<file path="src/hdl/cmsl_consts.svh">
`ifndef CMSL_CONSTS_SVH
`define CMSL_CONSTS_SVH

// ----------------------------------------
// Frame layout (bit positions in 40-bit word)
// ----------------------------------------
`define CMSL_FRAME_BITS      40
`define CMSL_DATA_LSB        0
`define CMSL_MS_BIT          16
`define CMSL_ADDR_LSB        17
`define CMSL_CLUSTER_LSB     24
`define CMSL_CMD_LSB         28
`define CMSL_CRC_LSB         32
`define CMSL_CRC_POLY        8'h2f
`define CMSL_CRC_INIT        8'h42
`define CMSL_CMD_WRITE       4'h2
`define CMSL_CMD_READ        4'h1

// ----------------------------------------
// Timing
// ----------------------------------------
`define CMSL_CLK_HZ          200000000
`define CMSL_TICK_NS         1000000
`define CMSL_TICK_CYC        ((`CMSL_TICK_NS * 200) / 1000)
`define CMSL_IDLE_MS         60000
`define CMSL_LOSS_MS         1000
`define CMSL_CYC_MIN_MS      100
`define CMSL_CYC_MAX_MS      8000
`define CMSL_CYC_ON_MS       1

// ----------------------------------------
// Widths and counts
// ----------------------------------------
`define CMSL_ERRCNT_W        8
`define CMSL_NREGS           8

`endif

</file>
<file path="src/hdl/cmsl_pkg.sv">
package cmsl_pkg;
	// Link-level power/watchdog mode, Gray along the usual path
	typedef enum logic [1:0] {
		CMSL_NORMAL = 2'b00,
		CMSL_INIT   = 2'b01,
		CMSL_CYCLIC = 2'b11,
		CMSL_IDLE   = 2'b10
	} cmsl_mode_t;
	// Serial shifter frame state
	typedef enum logic [1:0] {
		CMSL_F_WAIT  = 2'b00,
		CMSL_F_SHIFT = 2'b01,
		CMSL_F_DONE  = 2'b11
	} cmsl_frame_t;
endpackage : cmsl_pkg

</file>
<file path="src/hdl/cmsl_frame_if.sv">
`include "cmsl_consts.svh"
interface cmsl_frame_if;
	logic                          valid;    // One-cycle pulse: frame ended
	logic                          lenOk;    // Exactly 40 bits seen
	logic [`CMSL_FRAME_BITS-1:0]   rxWord;   // Received frame
	logic [`CMSL_FRAME_BITS-1:0]   txWord;   // Frame to shift out next
	logic                          activity; // Pulse on select fall or sampling edge
	modport shifter (output valid, output lenOk, output rxWord, input txWord, output activity);
	modport core    (input valid, input lenOk, input rxWord, output txWord, input activity);
endinterface : cmsl_frame_if

</file>
<file path="src/hdl/cmsl_link.sv">
`include "cmsl_consts.svh"
// ----------------------------------------
// How it works
// SPI slave, four pins, MSB first
// Host starts every transfer
// Reply carries previous request's register
// Frames are exactly 40 bits
// 8-bit CRC guards each frame
// 4-bit command and cluster fields
// 7-bit register address field
// One master/slave origin bit
// 16-bit data field
// Drop wrong-length or bad-CRC frames
// Fault sets flag, bumps counter
// Reset enters normal, regulator on
// Uninitialised, 60 s quiet: idle, regulator off
// Initialised, 1 s quiet: reset, regulator off
// Cyclic mode pulses regulator, 0.1-8 s
// EEPROM disabled after reset
// Enabled EEPROM loads calibration registers
// Host keeps link at most 4 Mbps
// Chip select delimits, edges counted
// CRC, layout, mode are parameters; the layout comes from macros, not parameters
// ----------------------------------------
module cmsl_link #(
	parameter bit       CPOL     = 1'b0,
	parameter bit       CPHA     = 1'b0,
	parameter logic [7:0] CRC_POLY = `CMSL_CRC_POLY,
	parameter logic [7:0] CRC_INIT = `CMSL_CRC_INIT,
	parameter logic [3:0] CLUSTER_ID = 4'h1,
	parameter int       TICK_CYC = `CMSL_TICK_CYC
) (
	// Clock and reset
	input  wire logic        core_clk,
	input  wire logic        resetn,
	// Serial link
	input  wire logic        chip_select_n,
	input  wire logic        serClk,
	input  wire logic        serIn,
	output logic             serOut,
	output logic             serOutEn,
	// Configuration
	input  wire logic        initDone,
	input  wire logic        cyclicEn,
	input  wire logic [12:0] cyclicMs,
	input  wire logic        eepromEn,
	// EEPROM load request and data
	input  wire logic        eeLoadValid,
	input  wire logic [6:0]  eeLoadAddr,
	input  wire logic [15:0] eeLoadData,
	// Status
	output logic             comm_regulator_out,
	output logic             comm_error_flag,
	output logic [`CMSL_ERRCNT_W-1:0] commErrCount,
	output logic [15:0]      first_fault_status,
	output logic [1:0]       linkMode,
	output logic             selfReset,
	output logic             eeLoadAck
);
	cmsl_frame_if fr ();

	// ----------------------------------------
	// Submodules
	// ----------------------------------------
	cmsl_shifter #(.CPOL(CPOL), .CPHA(CPHA)) u_shift (
		.core_clk     (core_clk),
		.resetn       (resetn),
		.chip_select_n(chip_select_n),
		.serClk       (serClk),
		.serIn        (serIn),
		.serOut       (serOut),
		.serOutEn     (serOutEn),
		.fr           (fr.shifter)
	);

	logic idleTo, lossTo, cycOn;
	cmsl_watchdog #(.TICK_CYC(TICK_CYC)) u_wd (
		.core_clk   (core_clk),
		.resetn     (resetn),
		.activity   (fr.activity),
		.initDone   (initDone),
		.cyclicEn   (cyclicEn),
		.cyclicMs   (cyclicMs),
		.idleTimeout(idleTo),
		.lossTimeout(lossTo),
		.cyclicOn   (cycOn)
	);

	// ----------------------------------------
	// Frame decode
	// ----------------------------------------
	// CRC over the 32 payload bits, MSB first
	function automatic logic [7:0] crcOf(input logic [31:0] d);
		logic [7:0] c;
		c = CRC_INIT;
		for (int i = 31; i >= 0; i--) begin
			c = (c[7] ^ d[i]) ? ({c[6:0], 1'b0} ^ CRC_POLY) : {c[6:0], 1'b0};
		end
		return c;
	endfunction : crcOf

	wire [39:0] rx      = fr.rxWord;
	wire [7:0]  rxCrc   = rx[`CMSL_CRC_LSB +: 8];
	wire [3:0]  rxCmd   = rx[`CMSL_CMD_LSB +: 4];
	wire [3:0]  rxClus  = rx[`CMSL_CLUSTER_LSB +: 4];
	wire [6:0]  rxAddr  = rx[`CMSL_ADDR_LSB +: 7];
	wire        rxMs    = rx[`CMSL_MS_BIT];
	wire [15:0] rxData  = rx[`CMSL_DATA_LSB +: 16];
	wire        crcOk   = (crcOf(rx[31:0]) == rxCrc);
	wire        good    = fr.valid && fr.lenOk && crcOk;
	wire        bad     = fr.valid && !(fr.lenOk && crcOk);
	wire        forUs   = good && rxMs && rxClus == CLUSTER_ID;
	wire        doWrite = forUs && rxCmd == `CMSL_CMD_WRITE;
	wire        doRead  = forUs && rxCmd == `CMSL_CMD_READ;
	wire        eeWrite = eepromEn && eeLoadValid;

	// ----------------------------------------
	// Register store and reply
	// ----------------------------------------
	logic [15:0] regs_reg [`CMSL_NREGS];   // Flip-flop register file
	logic [39:0] reply_reg;                // Reply latched on a good read, shifted out next frame
	logic [6:0]  fr_addr;
	assign fr_addr = eeWrite ? eeLoadAddr : rxAddr;

	genvar g;
	generate
		for (g = 0; g < `CMSL_NREGS; g++) begin : gen_reg
			// Calibration loads take the same write path as the link
			always_ff @(posedge core_clk) begin
				if (!resetn) regs_reg[g] <= 16'h0000;
				else if ((eeWrite || doWrite) && fr_addr == 7'(g)) begin
					regs_reg[g] <= eeWrite ? eeLoadData : rxData;
				end
			end
		end
	endgenerate

	wire [15:0] rdData = (rxAddr < 7'(`CMSL_NREGS)) ? regs_reg[rxAddr[2:0]] : 16'h0000;
	wire [31:0] rpBody = {rxCmd, CLUSTER_ID, rxAddr, 1'b0, rdData};

	// Reply latches on a good read; host sees it during the next frame
	always_ff @(posedge core_clk) begin
		if (!resetn) reply_reg <= 40'h0;
		else if (doRead) reply_reg <= {crcOf(rpBody), rpBody};
	end
	assign fr.txWord = reply_reg;

	// ----------------------------------------
	// Fault flag and counter
	// ----------------------------------------
	// Flag is sticky; only reset clears it, so no event is lost
	always_ff @(posedge core_clk) begin
		if (!resetn) begin
			comm_error_flag <= 1'b0;
			commErrCount    <= '0;
		end else if (bad) begin
			comm_error_flag <= 1'b1;
			if (commErrCount != '1) commErrCount <= commErrCount + 1'b1;
		end
	end

	always_ff @(posedge core_clk) begin
		if (!resetn) first_fault_status <= 16'h0000;
		else first_fault_status <= {15'h0000, comm_error_flag | bad};
	end

	// ----------------------------------------
	// Power mode and regulator
	// ----------------------------------------
	cmsl_pkg::cmsl_mode_t mode_reg, mode_next;
	always_comb begin
		mode_next = mode_reg;
		case (mode_reg)
			cmsl_pkg::CMSL_NORMAL: if (idleTo) mode_next = cmsl_pkg::CMSL_IDLE;
			                       else if (initDone) mode_next = cmsl_pkg::CMSL_INIT;
			cmsl_pkg::CMSL_INIT:   if (cyclicEn) mode_next = cmsl_pkg::CMSL_CYCLIC;
			cmsl_pkg::CMSL_CYCLIC: if (!cyclicEn) mode_next = cmsl_pkg::CMSL_INIT;
			cmsl_pkg::CMSL_IDLE:   if (fr.activity) mode_next = cmsl_pkg::CMSL_NORMAL;
			default:               mode_next = cmsl_pkg::CMSL_NORMAL;
		endcase
	end

	// Loss of traffic once initialised forces a self reset
	always_ff @(posedge core_clk) begin
		if (!resetn) begin
			mode_reg           <= cmsl_pkg::CMSL_NORMAL;
			comm_regulator_out <= 1'b1;
			selfReset          <= 1'b0;
		end else begin
			mode_reg  <= lossTo ? cmsl_pkg::CMSL_NORMAL : mode_next;
			// The timeout is a level while the line stays quiet; the forced return to normal
			// mode masks it after the first cycle, so each loss gives one pulse
			selfReset <= lossTo && mode_reg != cmsl_pkg::CMSL_NORMAL;
			if (lossTo || mode_next == cmsl_pkg::CMSL_IDLE) comm_regulator_out <= 1'b0;
			else if (mode_next == cmsl_pkg::CMSL_CYCLIC) comm_regulator_out <= cycOn;
			else comm_regulator_out <= 1'b1;
		end
	end

	always_ff @(posedge core_clk) begin
		if (!resetn) begin
			linkMode  <= 2'b00;
			eeLoadAck <= 1'b0;
		end else begin
			linkMode  <= mode_reg;
			eeLoadAck <= eeWrite;
		end
	end
endmodule : cmsl_link

</file>
<file path="src/hdl/cmsl_shifter.sv">
`include "cmsl_consts.svh"
// ----------------------------------------
// Serial slave shifter, oversampled by core_clk
// ----------------------------------------
module cmsl_shifter #(
	parameter bit CPOL = 1'b0,
	parameter bit CPHA = 1'b0
) (
	// Clock and reset
	input  wire logic       core_clk,
	input  wire logic       resetn,
	// Link pins
	input  wire logic       chip_select_n,
	input  wire logic       serClk,
	input  wire logic       serIn,
	output logic            serOut,
	output logic            serOutEn,
	// Frame side
	cmsl_frame_if.shifter   fr
);
	logic [1:0] csSync_reg, ckSync_reg, siSync_reg;  // Two-stage synchronisers
	logic       ckLast_reg, csLast_reg;              // Edge detect on synced values
	logic [`CMSL_FRAME_BITS-1:0] rx_reg, tx_reg;     // Shift registers
	logic [6:0] cnt_reg;                             // Edge count, saturates
	logic       valid_reg, lenOk_reg, act_reg;

	wire ckNow   = ckSync_reg[1] ^ CPOL;
	wire lead    = ckNow & ~ckLast_reg;
	wire trail   = ~ckNow & ckLast_reg;
	wire csAct   = ~csSync_reg[1];
	wire sample  = csAct & (CPHA ? trail : lead);
	wire launch  = csAct & (CPHA ? lead : trail);
	wire csFall  = csSync_reg[1] == 1'b0 && csLast_reg;
	wire csRise  = csSync_reg[1] && !csLast_reg;

	// Synchronisers: first stage read only by second
	always_ff @(posedge core_clk) begin
		csSync_reg <= {csSync_reg[0], chip_select_n};
		ckSync_reg <= {ckSync_reg[0], serClk};
		siSync_reg <= {siSync_reg[0], serIn};
	end

	// Frame delimiting and MSB-first shifting
	always_ff @(posedge core_clk) begin
		if (!resetn) begin
			ckLast_reg <= 1'b0;
			csLast_reg <= 1'b1;
			rx_reg     <= '0;
			tx_reg     <= '0;
			cnt_reg    <= 7'h00;
			valid_reg  <= 1'b0;
			lenOk_reg  <= 1'b0;
			act_reg    <= 1'b0;
		end else begin
			ckLast_reg <= ckNow;
			csLast_reg <= csSync_reg[1];
			valid_reg  <= csRise;
			act_reg    <= csFall | sample;
			if (csFall) begin
				tx_reg  <= fr.txWord;
				cnt_reg <= 7'h00;
			end else if (sample) begin
				rx_reg  <= {rx_reg[`CMSL_FRAME_BITS-2:0], siSync_reg[1]};
				if (cnt_reg != 7'h7f) cnt_reg <= cnt_reg + 7'h01;
			end else if (launch && cnt_reg != 7'h00) begin
				tx_reg  <= {tx_reg[`CMSL_FRAME_BITS-2:0], 1'b0};
			end
			if (csRise) lenOk_reg <= (cnt_reg == 7'(`CMSL_FRAME_BITS));
		end
	end

	// MSB leads; driver enabled only while selected
	always_ff @(posedge core_clk) begin
		if (!resetn) begin
			serOut   <= 1'b0;
			serOutEn <= 1'b0;
		end else begin
			serOut   <= tx_reg[`CMSL_FRAME_BITS-1];
			serOutEn <= csAct;
		end
	end

	assign fr.valid    = valid_reg;
	assign fr.lenOk    = lenOk_reg;
	assign fr.rxWord   = rx_reg;
	assign fr.activity = act_reg;
endmodule : cmsl_shifter

</file>
<file path="src/hdl/cmsl_watchdog.sv">
`include "cmsl_consts.svh"
// ----------------------------------------
// Millisecond tick and communication watchdog
// ----------------------------------------
module cmsl_watchdog #(
	parameter int TICK_CYC = `CMSL_TICK_CYC
) (
	// Clock and reset
	input  wire logic        core_clk,
	input  wire logic        resetn,
	// Events
	input  wire logic        activity,
	input  wire logic        initDone,
	input  wire logic        cyclicEn,
	input  wire logic [12:0] cyclicMs,
	// Results
	output logic             idleTimeout,
	output logic             lossTimeout,
	output logic             cyclicOn
);
	logic [31:0] div_reg;   // Tick divider
	logic [16:0] quiet_reg; // Milliseconds without traffic
	logic [12:0] cyc_reg;   // Cyclic period counter
	wire tick = (div_reg == 32'(TICK_CYC - 1));
	wire [12:0] period = (cyclicMs < 13'(`CMSL_CYC_MIN_MS)) ? 13'(`CMSL_CYC_MIN_MS) :
	                     (cyclicMs > 13'(`CMSL_CYC_MAX_MS)) ? 13'(`CMSL_CYC_MAX_MS) : cyclicMs;

	// Divider and counters; traffic restarts the quiet count
	always_ff @(posedge core_clk) begin
		if (!resetn) begin
			div_reg   <= '0;
			quiet_reg <= '0;
			cyc_reg   <= '0;
		end else begin
			div_reg <= tick ? 32'h0 : div_reg + 32'h1;
			if (activity) quiet_reg <= '0;
			else if (tick && quiet_reg != 17'h1ffff) quiet_reg <= quiet_reg + 17'h1;
			if (!cyclicEn) cyc_reg <= '0;
			else if (tick) cyc_reg <= (cyc_reg >= period - 13'h1) ? 13'h0 : cyc_reg + 13'h1;
		end
	end

	assign idleTimeout = !initDone && quiet_reg >= 17'(`CMSL_IDLE_MS);
	assign lossTimeout = initDone && quiet_reg >= 17'(`CMSL_LOSS_MS);
	assign cyclicOn    = cyclicEn && cyc_reg < 13'(`CMSL_CYC_ON_MS);
endmodule : cmsl_watchdog

</file>
<file path="config.mk">
export PLATFORM = sky130hd
export DESIGN_NAME = cmsl_link
export DESIGN_NICKNAME = d
export VERILOG_FILES = /design/src/hdl/cmsl_pkg.sv /design/src/hdl/cmsl_frame_if.sv /design/src/hdl/cmsl_link.sv /design/src/hdl/cmsl_shifter.sv /design/src/hdl/cmsl_watchdog.sv
export VERILOG_INCLUDE_DIRS = /design/src /design/src/hdl
export SDC_FILE = /design/constraint.sdc
export NUM_CORES = 1
export LEC_CHECK = 0
export ABC_CLOCK_PERIOD_IN_PS = 15200
export BUFFER_PORTS_ARGS = -buffer_cell sky130_fd_sc_hd__buf_2
export CAP_MARGIN = 20
export CELL_PAD_IN_SITES_DETAIL_PLACEMENT = 1
export CELL_PAD_IN_SITES_GLOBAL_PLACEMENT = 1
export CORE_MARGIN = 2
export CORE_UTILIZATION = 45
export CTS_CLUSTER_DIAMETER = 80
export DETAILED_ROUTE_END_ITERATION = 6
export HOLD_SLACK_MARGIN = 0.03
export PLACE_DENSITY_LB_ADDON = 0.08
export SKIP_LAST_GASP = 1
export SYNTH_ARGS = -nofsm -noshare
export SYNTH_HDL_FRONTEND = slang
export SYNTH_SLANG_ARGS = --single-unit
export TNS_END_PERCENT = 5
</file>
<file path="constraint.sdc">
create_clock -name core_clk -period 15.2 [get_ports core_clk]
set_input_delay 2.28 -clock core_clk [delete_from_list [all_inputs] [get_ports core_clk]]
set_output_delay 2.28 -clock core_clk [all_outputs]
set_load 0.01 [all_outputs]
</file>
==> summary.txt, run 1 <==
Place
  – HPWL Detailed: 29.67 mm
  – Placer Congestion: 0.7946
  – I/O Buffers: 61
  – Post-Place Cells: 2,203

Job
  – Max Cap Viol: 0

Clock network
  – Worst skew pair latency: 0.59 ns
  – Hold_buf cts: 0
  – Clock Sinks: 346
  – H-tree depth: 2
  – CTS Buffer Depth: 3
  – Post-CTS resize count: 0
  – TritonCTS clock tree: yes
  – Num CTS Buffers: 41
  – Clock slew at reported path FFs: 0.06 ns
  – Setup bufs post-CTS: 0
  – Clk root buf: clkbuf_16

Timing
  – Tcrit/Tclk final: 43.70%
  – RSZ-0062 raised after global routing: false
  – Final hold violation count: 0
  – Slew HR: 33.33%
  – Final setup viols: 0
  – Final min period: 6.643 ns
  – Worst Tran Pin Value: 0.9977 ns
  – Setup TNS: 0 ns
  – Clock skew: 0.02761 ns
  – Hold_ws: 0.3258 ns
  – Fmax: 150.5 MHz
  – Max-slew violations: 0

Detailed routing
  – # DRC: 0
  – Wire length per cell: 19.53 µm
  – Initial drt markers: 738
  – Post-route ant nets: 0
  – DRT Pass-1 Iters: 5
  – Via count: 12,390
  – Routed wire length: 44.50 mm
  – Avg Vias per Cell: 5.436

Synthesis
  – Post-Synth Simple-Gate Area: 17.41%
  – Multiplexer share of the synthesized area: 8.521%
  – Number of distinct library cells after synthesis: 66
  – Largest family of logic cells by synthesized area: simple AND/OR/NAND/NOR gates
  – Combined area of all synthesized cells: 17,390 µm²
  – Yosys warnings: 0
  – Syn Inst Count: 1,707
  – Syn avg cell area: 10.18 µm²
  – XOR/XNOR Fraction of Synth Area: 14.99%
  – Async SR Flop Fraction: 0%
  – EDFF count, synth: 128
  – Adder-cell area share of the yosys netlist: 1.655%
  – Register area share after synthesis: 47.21%
  – Synth Register Bits: 346
  – Compound-Gate Fraction of Synth Area: 6.765%
  – Primary FF master, synth: dfxtp_1

Final layout
  – Area of the multi-input gates: 8651 µm²
  – Area Growth Syn to Fin: 11.47%
  – Layout Nets: 1,803
  – Post-Layout Cell Count: 2,279
  – Fill cells: 4,248
  – Number of flip-flops in the largest register: 128
  – Diodes inserted: 0
  – Area taken by flip-flops and latches: 8209 µm²
  – Fraction of layout cells with a size suffix above 1: 11.26%

Critical path
  – WP data arrival: 7.13 ns
  – Crit. End Element: flip-flop
  – CP bufs+invs: 2
  – Worst setup SP type: primary input
  – Crit path top cell by count: o21a_1
  – Crit path cell chain: buf_2 > or3_1 > o41a_1 > o21bai_1 > nor2b_1 > nand2_1 > ha_1 > xor2_1 > ha_1 > o21a_1 > o21a_1 > o21a_1 > o21a_1 > o21a_1 > o21a_1 > o21a_1 > o21a_1 > o21a_1 > o21a_1 > o21ai_0 > a21boi_0 > buf_4 > nor3_1
  – Setup CP Type: in2reg
  – Worst path required time: 15.68 ns
  – Crit path max fanout: 12
  – CP max stage delay: 0.49 ns
  – Crit path max-delay family: compound AO/OA/AOI/OAI gates
  – Crit-path slowest cell: o21bai_1

Die
  – Initial core utilization: 45.94%
  – Core area: 37,840 µm²
  – IO Pins: 77
  – Die X: 200.6 µm
  – Chip height: 200.6 µm
  – Die area: 40,220 µm²
  – Placement Rows: 71

Power and ir drop
  – Pleak: 6.842 nW
  – Worst vdd ir: 90.78 µV
  – Clock Power Share: 45.7%
  – Cell-internal power: 0.001606 W
  – Psw: 0.0005118 W
  – Combinational share of power: 7.5%
  – Sequential Power Share: 46.8%
  – Sw frac: 24.17%
  – Power density over the cells: 109.3 nW/µm²

Status
  – Status: finished, final reports clean

GRT
  – Initial antenna violation count: 1
  – GRT Overall Usage: 22.28%
  – Overflow after GRT: 0
  – Global-route wire length before repair: 71.38 mm
  – Vias in the first global route: 12,750
  – Largest net degree at the start of global routing: 85

Hold path
  – HP Class: reg2reg
[cell usage in the layout (no fill, tap or decap), types with 27 or more instances in the layout]
cell type  netlist  final
xnor2_1        115    115
xor2_1          84     84
clkbuf_16        0     41
o21ai_0         49     49
edfxtp_1       128    128
nand3_1         66     66
a211oi_1        36     36
dfxtp_1        218    217
a21oi_1         65     65
nor2_1         283    282
nand4_1         30     30
mux4_2          32     32
xnor3_1         27     27
mux2i_1         76     76
buf_2           17     60
nand2_1        160    159
[through the flow]
stage	worst slack (ns)	utilization, %	total power (W)	instance area [µm²]
2_1_floorplan	8.527	-	0.001127	17440
3_3_place_gp	8.162	47.68	0.001167	18040
3_5_place_dp	8.012	47.68	0.001171	18040
4_1_cts	8.556	51.21	0.002148	19380
5_1_grt	8.121	51.21	0.002201	19380
6_report	8.557	51.21	0.002118	19380
[power groups by stage]
stage               sequential, W  clock (W)  combinational (W)
finish                   0.000991   0.000968           0.000159
global route             0.000993    0.00103           0.000176
CTS                      0.000991   0.000995           0.000161
detailed placement        0.00101          0           0.000160
global placement          0.00101          0           0.000157
floorplan                 0.00101          0           0.000119
[routing by layer]
layer  GRT usage (%)  part of all wire (%)
met1           31.26                    47
met2           35.44                    46
met3           3.588                   4.4
met4           6.878                   2.1
met5               0                 0.029
[cell usage after synthesis (all sizes together) (10+ instances only)]
cell type	count	area (µm²)
a211oi	36	270.3
edfxtp	128	3844
mux4	32	720.7
nand2	161	606.8
o21ai	50	250.2
inv	18	67.56
xnor2	118	1067
nor4	11	68.82
nand3	68	350.3
ha	23	287.8
nand4	30	187.7
nor3	26	130.1
mux2i	76	760.7
and3	16	105.1
o21a	11	82.58
xor2	85	763.2
or3	15	93.84
and2	10	63.81
nor2	283	1062
a21oi	65	325.3
buf	49	287.8
o31ai	11	82.58
dfxtp	218	4364
nand2b	24	150.1
clkbuf	63	236.5
xnor3	29	655.6
[area by class of cell]
| class | count | area share (%) |
|---|---|---|
| clock buffer | 55 | 5.823 |
| timing repair buffer | 83 | 2.440 |
| multi-input combinational | 1244 | 44.64 |
| tap | 511 | 3.299 |
| inverter | 19 | 0.3745 |
| clock inverter | 21 | 1.065 |
| sequential | 346 | 42.36 |
[kinds of logic (layout without fill, tap and decap cells)]
kind of cell / after synthesis / count (layout)
muxes: 108 / 108
buffers and inverters: 131 / 178
and+or+nand+nor: 671 / 671
adders and majority gates: 23 / 23
xor gates and xnor gates: 237 / 237
DFF: 346 / 346
other: 1 / 15
AOI/OAI and AO/OA: 190 / 190
[path summary, 6_finish.rpt]
| check | from | to | slack (ns) | cells past startpoint |
|---|---|---|---|---|
| max reg2reg | u_shift.fr.rxWord[31] | regs_reg[3][13] | 8.93 | 17 |
| max | cyclicMs[4] | u_wd.cyc_reg[8] | 8.56 | 23 |
| min reg2reg | u_shift.siSync_reg[0] | u_shift.siSync_reg[1] | 0.33 | 0 |
| min | u_shift.siSync_reg[0] | u_shift.siSync_reg[1] | 0.33 | 0 |
Note: power is estimated with default switching activity, not from simulation.
==> run 2: changes to the inputs <==
--- a/config.mk
+++ b/config.mk
@@ -6,7 +6,8 @@
 export SDC_FILE = /design/constraint.sdc
 export NUM_CORES = 1
 export LEC_CHECK = 0
-export ABC_CLOCK_PERIOD_IN_PS = 15200
+export ABC_AREA = 1
+export ABC_CLOCK_PERIOD_IN_PS = 6700
 export BUFFER_PORTS_ARGS = -buffer_cell sky130_fd_sc_hd__buf_2
 export CAP_MARGIN = 20
 export CELL_PAD_IN_SITES_DETAIL_PLACEMENT = 1
==> constraint.sdc (replaced) <==
create_clock -name core_clk -period 6.7 [get_ports core_clk]
set_input_delay 1.005 -clock core_clk [delete_from_list [all_inputs] [get_ports core_clk]]
set_output_delay 1.005 -clock core_clk [all_outputs]
set_load 0.01 [all_outputs]
==> run 2 against run 1 <==
Net effect:
- routed wire length up 26%
- clock-buffer cell count unchanged
- non-clock buffer count up 21
- critical path type is now reg2reg
- largest cell class unchanged
- highest routed layer is now met4
==> summary.txt, run 2 <==
Final layout
  – Area Growth Syn to Fin: 11.74%
  – Fill cells: 5,230
  – Area taken by flip-flops and latches: 8212 µm²
  – Most common cell after layout, fill and taps aside: nand2_1
  – Number of flip-flops in the largest register: 128
  – Area of the multi-input gates: 9295 µm²
  – Layout Nets: 2,631
  – Post-Layout Cell Count: 3,133
  – Commonest cells after routing, fill and taps aside: nand2_1 (513), nor2_1 (417), inv_1 (242), dfxtp_1 (215), nand3_1 (168)
  – Diodes inserted: 0
  – Core Util, Final: 50.70%
  – Fraction of layout cells with a size suffix above 1: 10.64%
  – Fin area: 21,170 µm²

Job
  – Max Cap Viol: 0

Place
  – Placer Congestion: 0.8919
  – Post-Place Cells: 3,053
  – HPWL Detailed: 40.02 mm
  – Dpl cell area: 19,700 µm²
  – I/O Buffers: 61

Synthesis
  – Synth top cells by count: nand2_1 (514), nor2_1 (419), inv_1 (243), dfxtp_1 (218), nand3_1 (168)
  – Number of distinct library cells after synthesis: 58
  – Async SR Flop Fraction: 0%
  – Synth Register Bits: 346
  – Combined area of all synthesized cells: 18,950 µm²
  – Post-synth top area share: 23.04%
  – Yosys warnings: 0
  – Most frequent cell after synthesis: nand2_1
  – Primary FF master, synth: dfxtp_1
  – Leading area contributor after synthesis: dfxtp_1
  – Syn avg cell area: 7.557 µm²
  – Top cells by area, synth: dfxtp_1 (23%), edfxtp_1 (20%), nand2_1 (10%)
  – EDFF count, synth: 128
  – Syn Inst Count: 2,507
  – Register area share after synthesis: 43.32%

Die
  – Die X: 209.2 µm
  – Placement Rows: 75
  – Core area: 41,760 µm²
  – IO Pins: 77
  – Initial core utilization: 45.37%
  – Die area: 43,760 µm²
  – Chip height: 209.2 µm

Timing
  – Final hold violation count: 0
  – RSZ-0062 raised after global routing: true
  – Final setup viols: 0
  – Fmax: 162.7 MHz
  – Worst Tran Pin Value: 1.048 ns
  – Max-slew violations: 0
  – Clock skew: 0.01442 ns
  – Tcrit/Tclk final: 91.72%
  – Final min period: 6.145 ns
  – Slew HR: 29.42%
  – Hold_ws: 0.3329 ns

Clock network
  – Clk root buf: clkbuf_16
  – H-tree depth: 2
  – CTS Buffer Depth: 3
  – Worst skew pair latency: 0.56 ns
  – Clock Sinks: 346
  – Num CTS Buffers: 40
  – TritonCTS clock tree: yes
  – Hold_buf cts: 0
  – Post-CTS resize count: 0
  – Setup bufs post-CTS: 0
  – Clock slew at reported path FFs: 0.06 ns

Critical path
  – WP data arrival: 6.40 ns
  – Crit. End Element: flip-flop
  – Worst setup SP type: flip-flop
  – Setup CP Type: reg2reg
  – Crit path max fanout: 16
  – Crit path top cell by count: nand2_1
  – CP max stage delay: 0.41 ns
  – Critical Path Source: u_shift.fr.rxWord[30]
  – Worst path required time: 6.95 ns
  – Crit-path slowest cell: dfxtp_2
  – RR Startpoint: u_shift.fr.rxWord[30]

Detailed routing
  – Routed wire length: 55.85 mm
  – Post-route ant nets: 0
  – Wire length per cell: 17.83 µm
  – Initial drt markers: 967
  – Via count: 16,930
  – DRT Pass-1 Iters: 5
  – # DRC: 0
  – Avg Vias per Cell: 5.404

GRT
  – Vias in the first global route: 17,330
  – Overflow after GRT: 0
  – Global-route wire length before repair: 89.64 mm
  – GRT Overall Usage: 25.47%
  – Met1 Use GR: 33.28%
  – Grt peak-use layer: met2
  – Largest net degree at the start of global routing: 72
  – Initial antenna violation count: 0
  – Met2 Use GR: 43.90%
  – Met3 Resource Use GR: 3.667%

Hold path
  – HP Class: reg2reg
  – Hold path start: u_shift.siSync_reg[0]

Status
  – Status: finished, final reports clean
==> run 2: cell count changes after synthesis, moves of 87 or more <==
cell     previous run  this run
o21ai_0            49       156
inv_1              18       243
nand3_1            66       168
nor2_1            283       419
xnor2_1           115        28
nand2_1           160       514
==> run 2: cell families after synthesis <==
| logic type | share of synthesized area (%) |
|---|---|
| buffers and inverters | 8.156 |
| xor gates and xnor gates | 5.990 |
| AOI/OAI and AO/OA | 11.35 |
| other | 0.01979 |
| and+or+nand+nor | 29.65 |
| DFF | 43.32 |
| adders and majority gates | 1.519 |
==> run 2: area by class of cell <==
type | instances | area share [%]
multi-input cells | 1809 | 43.91
clock inverters | 18 | 1.194
clock buffers | 55 | 5.266
repair buffers | 104 | 2.991
inverters | 262 | 4.669
flip-flops and latches | 346 | 38.79
well taps | 539 | 3.186
==> run 2: final timing paths <==
check        cells past startpoint               endpoint  slack, ns
min reg2reg                      0  u_shift.siSync_reg[1]       0.33
max reg2reg                     45         regs_reg[5][3]       0.55
min                              0  u_shift.siSync_reg[1]       0.33
max                             45         regs_reg[5][3]       0.55
==> run 2: metrics by stage <==
step	setup TNS, ns	setup slack [ns]
CTS	0	0.3277
global route	-1.850	-0.05160
floorplan	0	0.7303
finish	0	0.5546
global placement	0	0.7753
detailed placement	0	0.4289
==> run 2: per-layer routing <==
layer  share of wire (%)  up-vias
met5                   0        -
met4                 2.5        0
met3                 3.7       85
met2                  48      285
met1                  46     8222
li1                    -     8339
==> run 2: worst max-delay path: cells and delay by family (launching register included) <==
family                     cells  cell delay [ns]
adders and majority gates      1             0.37
buffers and inverters          5             0.82
and+or+nand+nor               37             3.73
AOI/OAI and AO/OA              2             0.51
DFF                            1             0.41
Power of run 2 is left out: the tool's default activity adds up to more than one toggle a clock period on the data nets, which glitch-free logic cannot reach.
==> run 3: changes to the inputs <==
--- a/config.mk
+++ b/config.mk
@@ -18,6 +18,7 @@
 export DETAILED_ROUTE_END_ITERATION = 6
 export HOLD_SLACK_MARGIN = 0.03
 export PLACE_DENSITY_LB_ADDON = 0.08
+export REMOVE_ABC_BUFFERS = 1
 export SKIP_LAST_GASP = 1
 export SYNTH_ARGS = -nofsm -noshare
 export SYNTH_HDL_FRONTEND = slang
==> run 3 against run 2 <==
Net effect:
- non-clock buffer count rose by 6
- sequential share of layout area fell by 0.084 points
- cell count rose by 0.16%
- via count rose by 1.0%
- utilization rose by 0.10 points
- critical path depth fell by 1
- design area rose by 0.20%
==> summary.txt, run 3 (synthesized netlist as in run 2, its figures left out) <==
Detailed routing
  – Via count: 17,100
  – # DRC: 0
  – Routed wire length: 55.56 mm
  – DRT Pass-1 Iters: 5
  – Avg Vias per Cell: 5.450
  – Post-route ant nets: 0
  – Wire length per cell: 17.71 µm
  – Initial drt markers: 852

Die
  – Die X: 209.2 µm
  – Initial core utilization: 45.37%
  – Die area: 43,760 µm²
  – IO Pins: 77
  – Core area: 41,760 µm²
  – Chip height: 209.2 µm
  – Placement Rows: 75

Place
  – I/O Buffers: 61
  – Placer Congestion: 0.8610
  – Post-Place Cells: 3,055
  – Dpl cell area: 19,720 µm²
  – HPWL Detailed: 39.35 mm

Job
  – Max Cap Viol: 0

Final layout
  – Core Util, Final: 50.80%
  – Most common cell after layout, fill and taps aside: nand2_1
  – Fill cells: 5,229
  – Commonest cells after routing, fill and taps aside: nand2_1 (513), nor2_1 (417), inv_1 (242), dfxtp_1 (216), nand3_1 (168)
  – Post-Layout Cell Count: 3,138
  – Area Growth Syn to Fin: 11.97%
  – Fin area: 21,210 µm²
  – Layout Nets: 2,638
  – Diodes inserted: 0
  – Fraction of layout cells with a size suffix above 1: 10.73%
  – Number of flip-flops in the largest register: 128

Critical path
  – Crit path max fanout: 11
  – WP data arrival: 6.38 ns
  – Crit path max-delay family: simple AND/OR/NAND/NOR gates
  – Crit. End Element: flip-flop
  – Crit path top cell by count: nand2_1
  – Worst path required time: 6.95 ns
  – Setup CP Type: reg2reg
  – CP bufs+invs: 5
  – Worst setup SP type: flip-flop
  – Crit-path slowest cell: dfxtp_1
  – CP max stage delay: 0.45 ns

Clock network
  – TritonCTS clock tree: yes
  – CTS Buffer Depth: 3
  – Clock Sinks: 346
  – Worst skew pair latency: 0.56 ns
  – H-tree depth: 2
  – Clock slew at reported path FFs: 0.06 ns
  – Clk root buf: clkbuf_16
  – Num CTS Buffers: 41
  – Hold_buf cts: 0

Timing
  – Slew HR: 26.71%
  – Max-slew violations: 0
  – Final min period: 6.129 ns
  – Tcrit/Tclk final: 91.48%
  – Final setup viols: 0
  – Worst Tran Pin Value: 1.088 ns
  – Setup TNS: 0 ns
  – RSZ-0062 raised after global routing: true
  – Clock skew: 0.01404 ns
  – Final hold violation count: 0
  – Fmax: 163.2 MHz

Hold path
  – HP Class: reg2reg

GRT
  – Largest net degree at the start of global routing: 72
  – Initial antenna violation count: 0
  – GRT Overall Usage: 25.51%
  – Overflow after GRT: 0
  – Vias in the first global route: 17,680
  – Global-route wire length before repair: 90.22 mm

Status
  – Status: finished, final reports clean
==> run 3: final timing paths <==
path	startpoint	end	slack, ns	cells after the start
worst max-delay path	u_shift.fr.rxWord[30]	regs_reg[1][3]	0.57	44
worst min-delay path	u_shift.ckSync_reg[0]	u_shift.ckSync_reg[1]	0.33	0
worst max register to register	u_shift.fr.rxWord[30]	regs_reg[1][3]	0.57	44
worst min register to register	u_shift.ckSync_reg[0]	u_shift.ckSync_reg[1]	0.33	0
==> run 3: per-stage QoR <==
step | hold WS [ns] | worst slack, ns
finish | 0.3261 | 0.5707
global placement | 0.3133 | 0.5714
floorplan | 0.3096 | 0.6391
CTS | 0.3293 | 0.2768
global route | 0.3421 | -0.04138
detailed placement | 0.3153 | 0.3050
==> run 3: worst reg2reg max path: cells and delay by family (launching register included) <==
family | cells | cell delay [ns]
AO/OA/AOI/OAI | 1 | 0.25
AND/OR/NAND/NOR | 37 | 4.07
buffers and inverters | 5 | 0.66
adder cells (fa/ha/maj) | 1 | 0.39
flip-flops | 1 | 0.45
==> run 3: what timing repair did <==
| action | CTS | global route |
|---|---|---|
| resized for setup | 0 | 16 |
| endpoints found under the setup margin | 0 | 290 |
| setup buffers | 0 | 6 |
==> run 3: routing by layer <==
layer | wire, µm | up-vias | global-route usage, %
li1 | - | 8346 | -
met1 | 24530 | 8313 | 31.46
met2 | 26570 | 317 | 44.62
met3 | 2185 | 127 | 3.757
met4 | 2284 | 0 | 10.59
met5 | 0 | - | 0
==> run 3: cell type report <==
| type | count | area [µm²] | share of cell area [%] |
|---|---|---|---|
| Sequential cell | 346 | 8210 | 38.70 |
| Timing Repair Buffer | 110 | 704.4 | 3.321 |
| Multi-Input combinational cell | 1809 | 9313 | 43.90 |
| Clock inverter | 13 | 153.9 | 0.7255 |
| Inverter | 262 | 988.4 | 4.660 |
| Tap cell | 539 | 674.4 | 3.179 |
| Clock buffer | 59 | 1169 | 5.509 |
Power of run 3 is left out for the same reason.
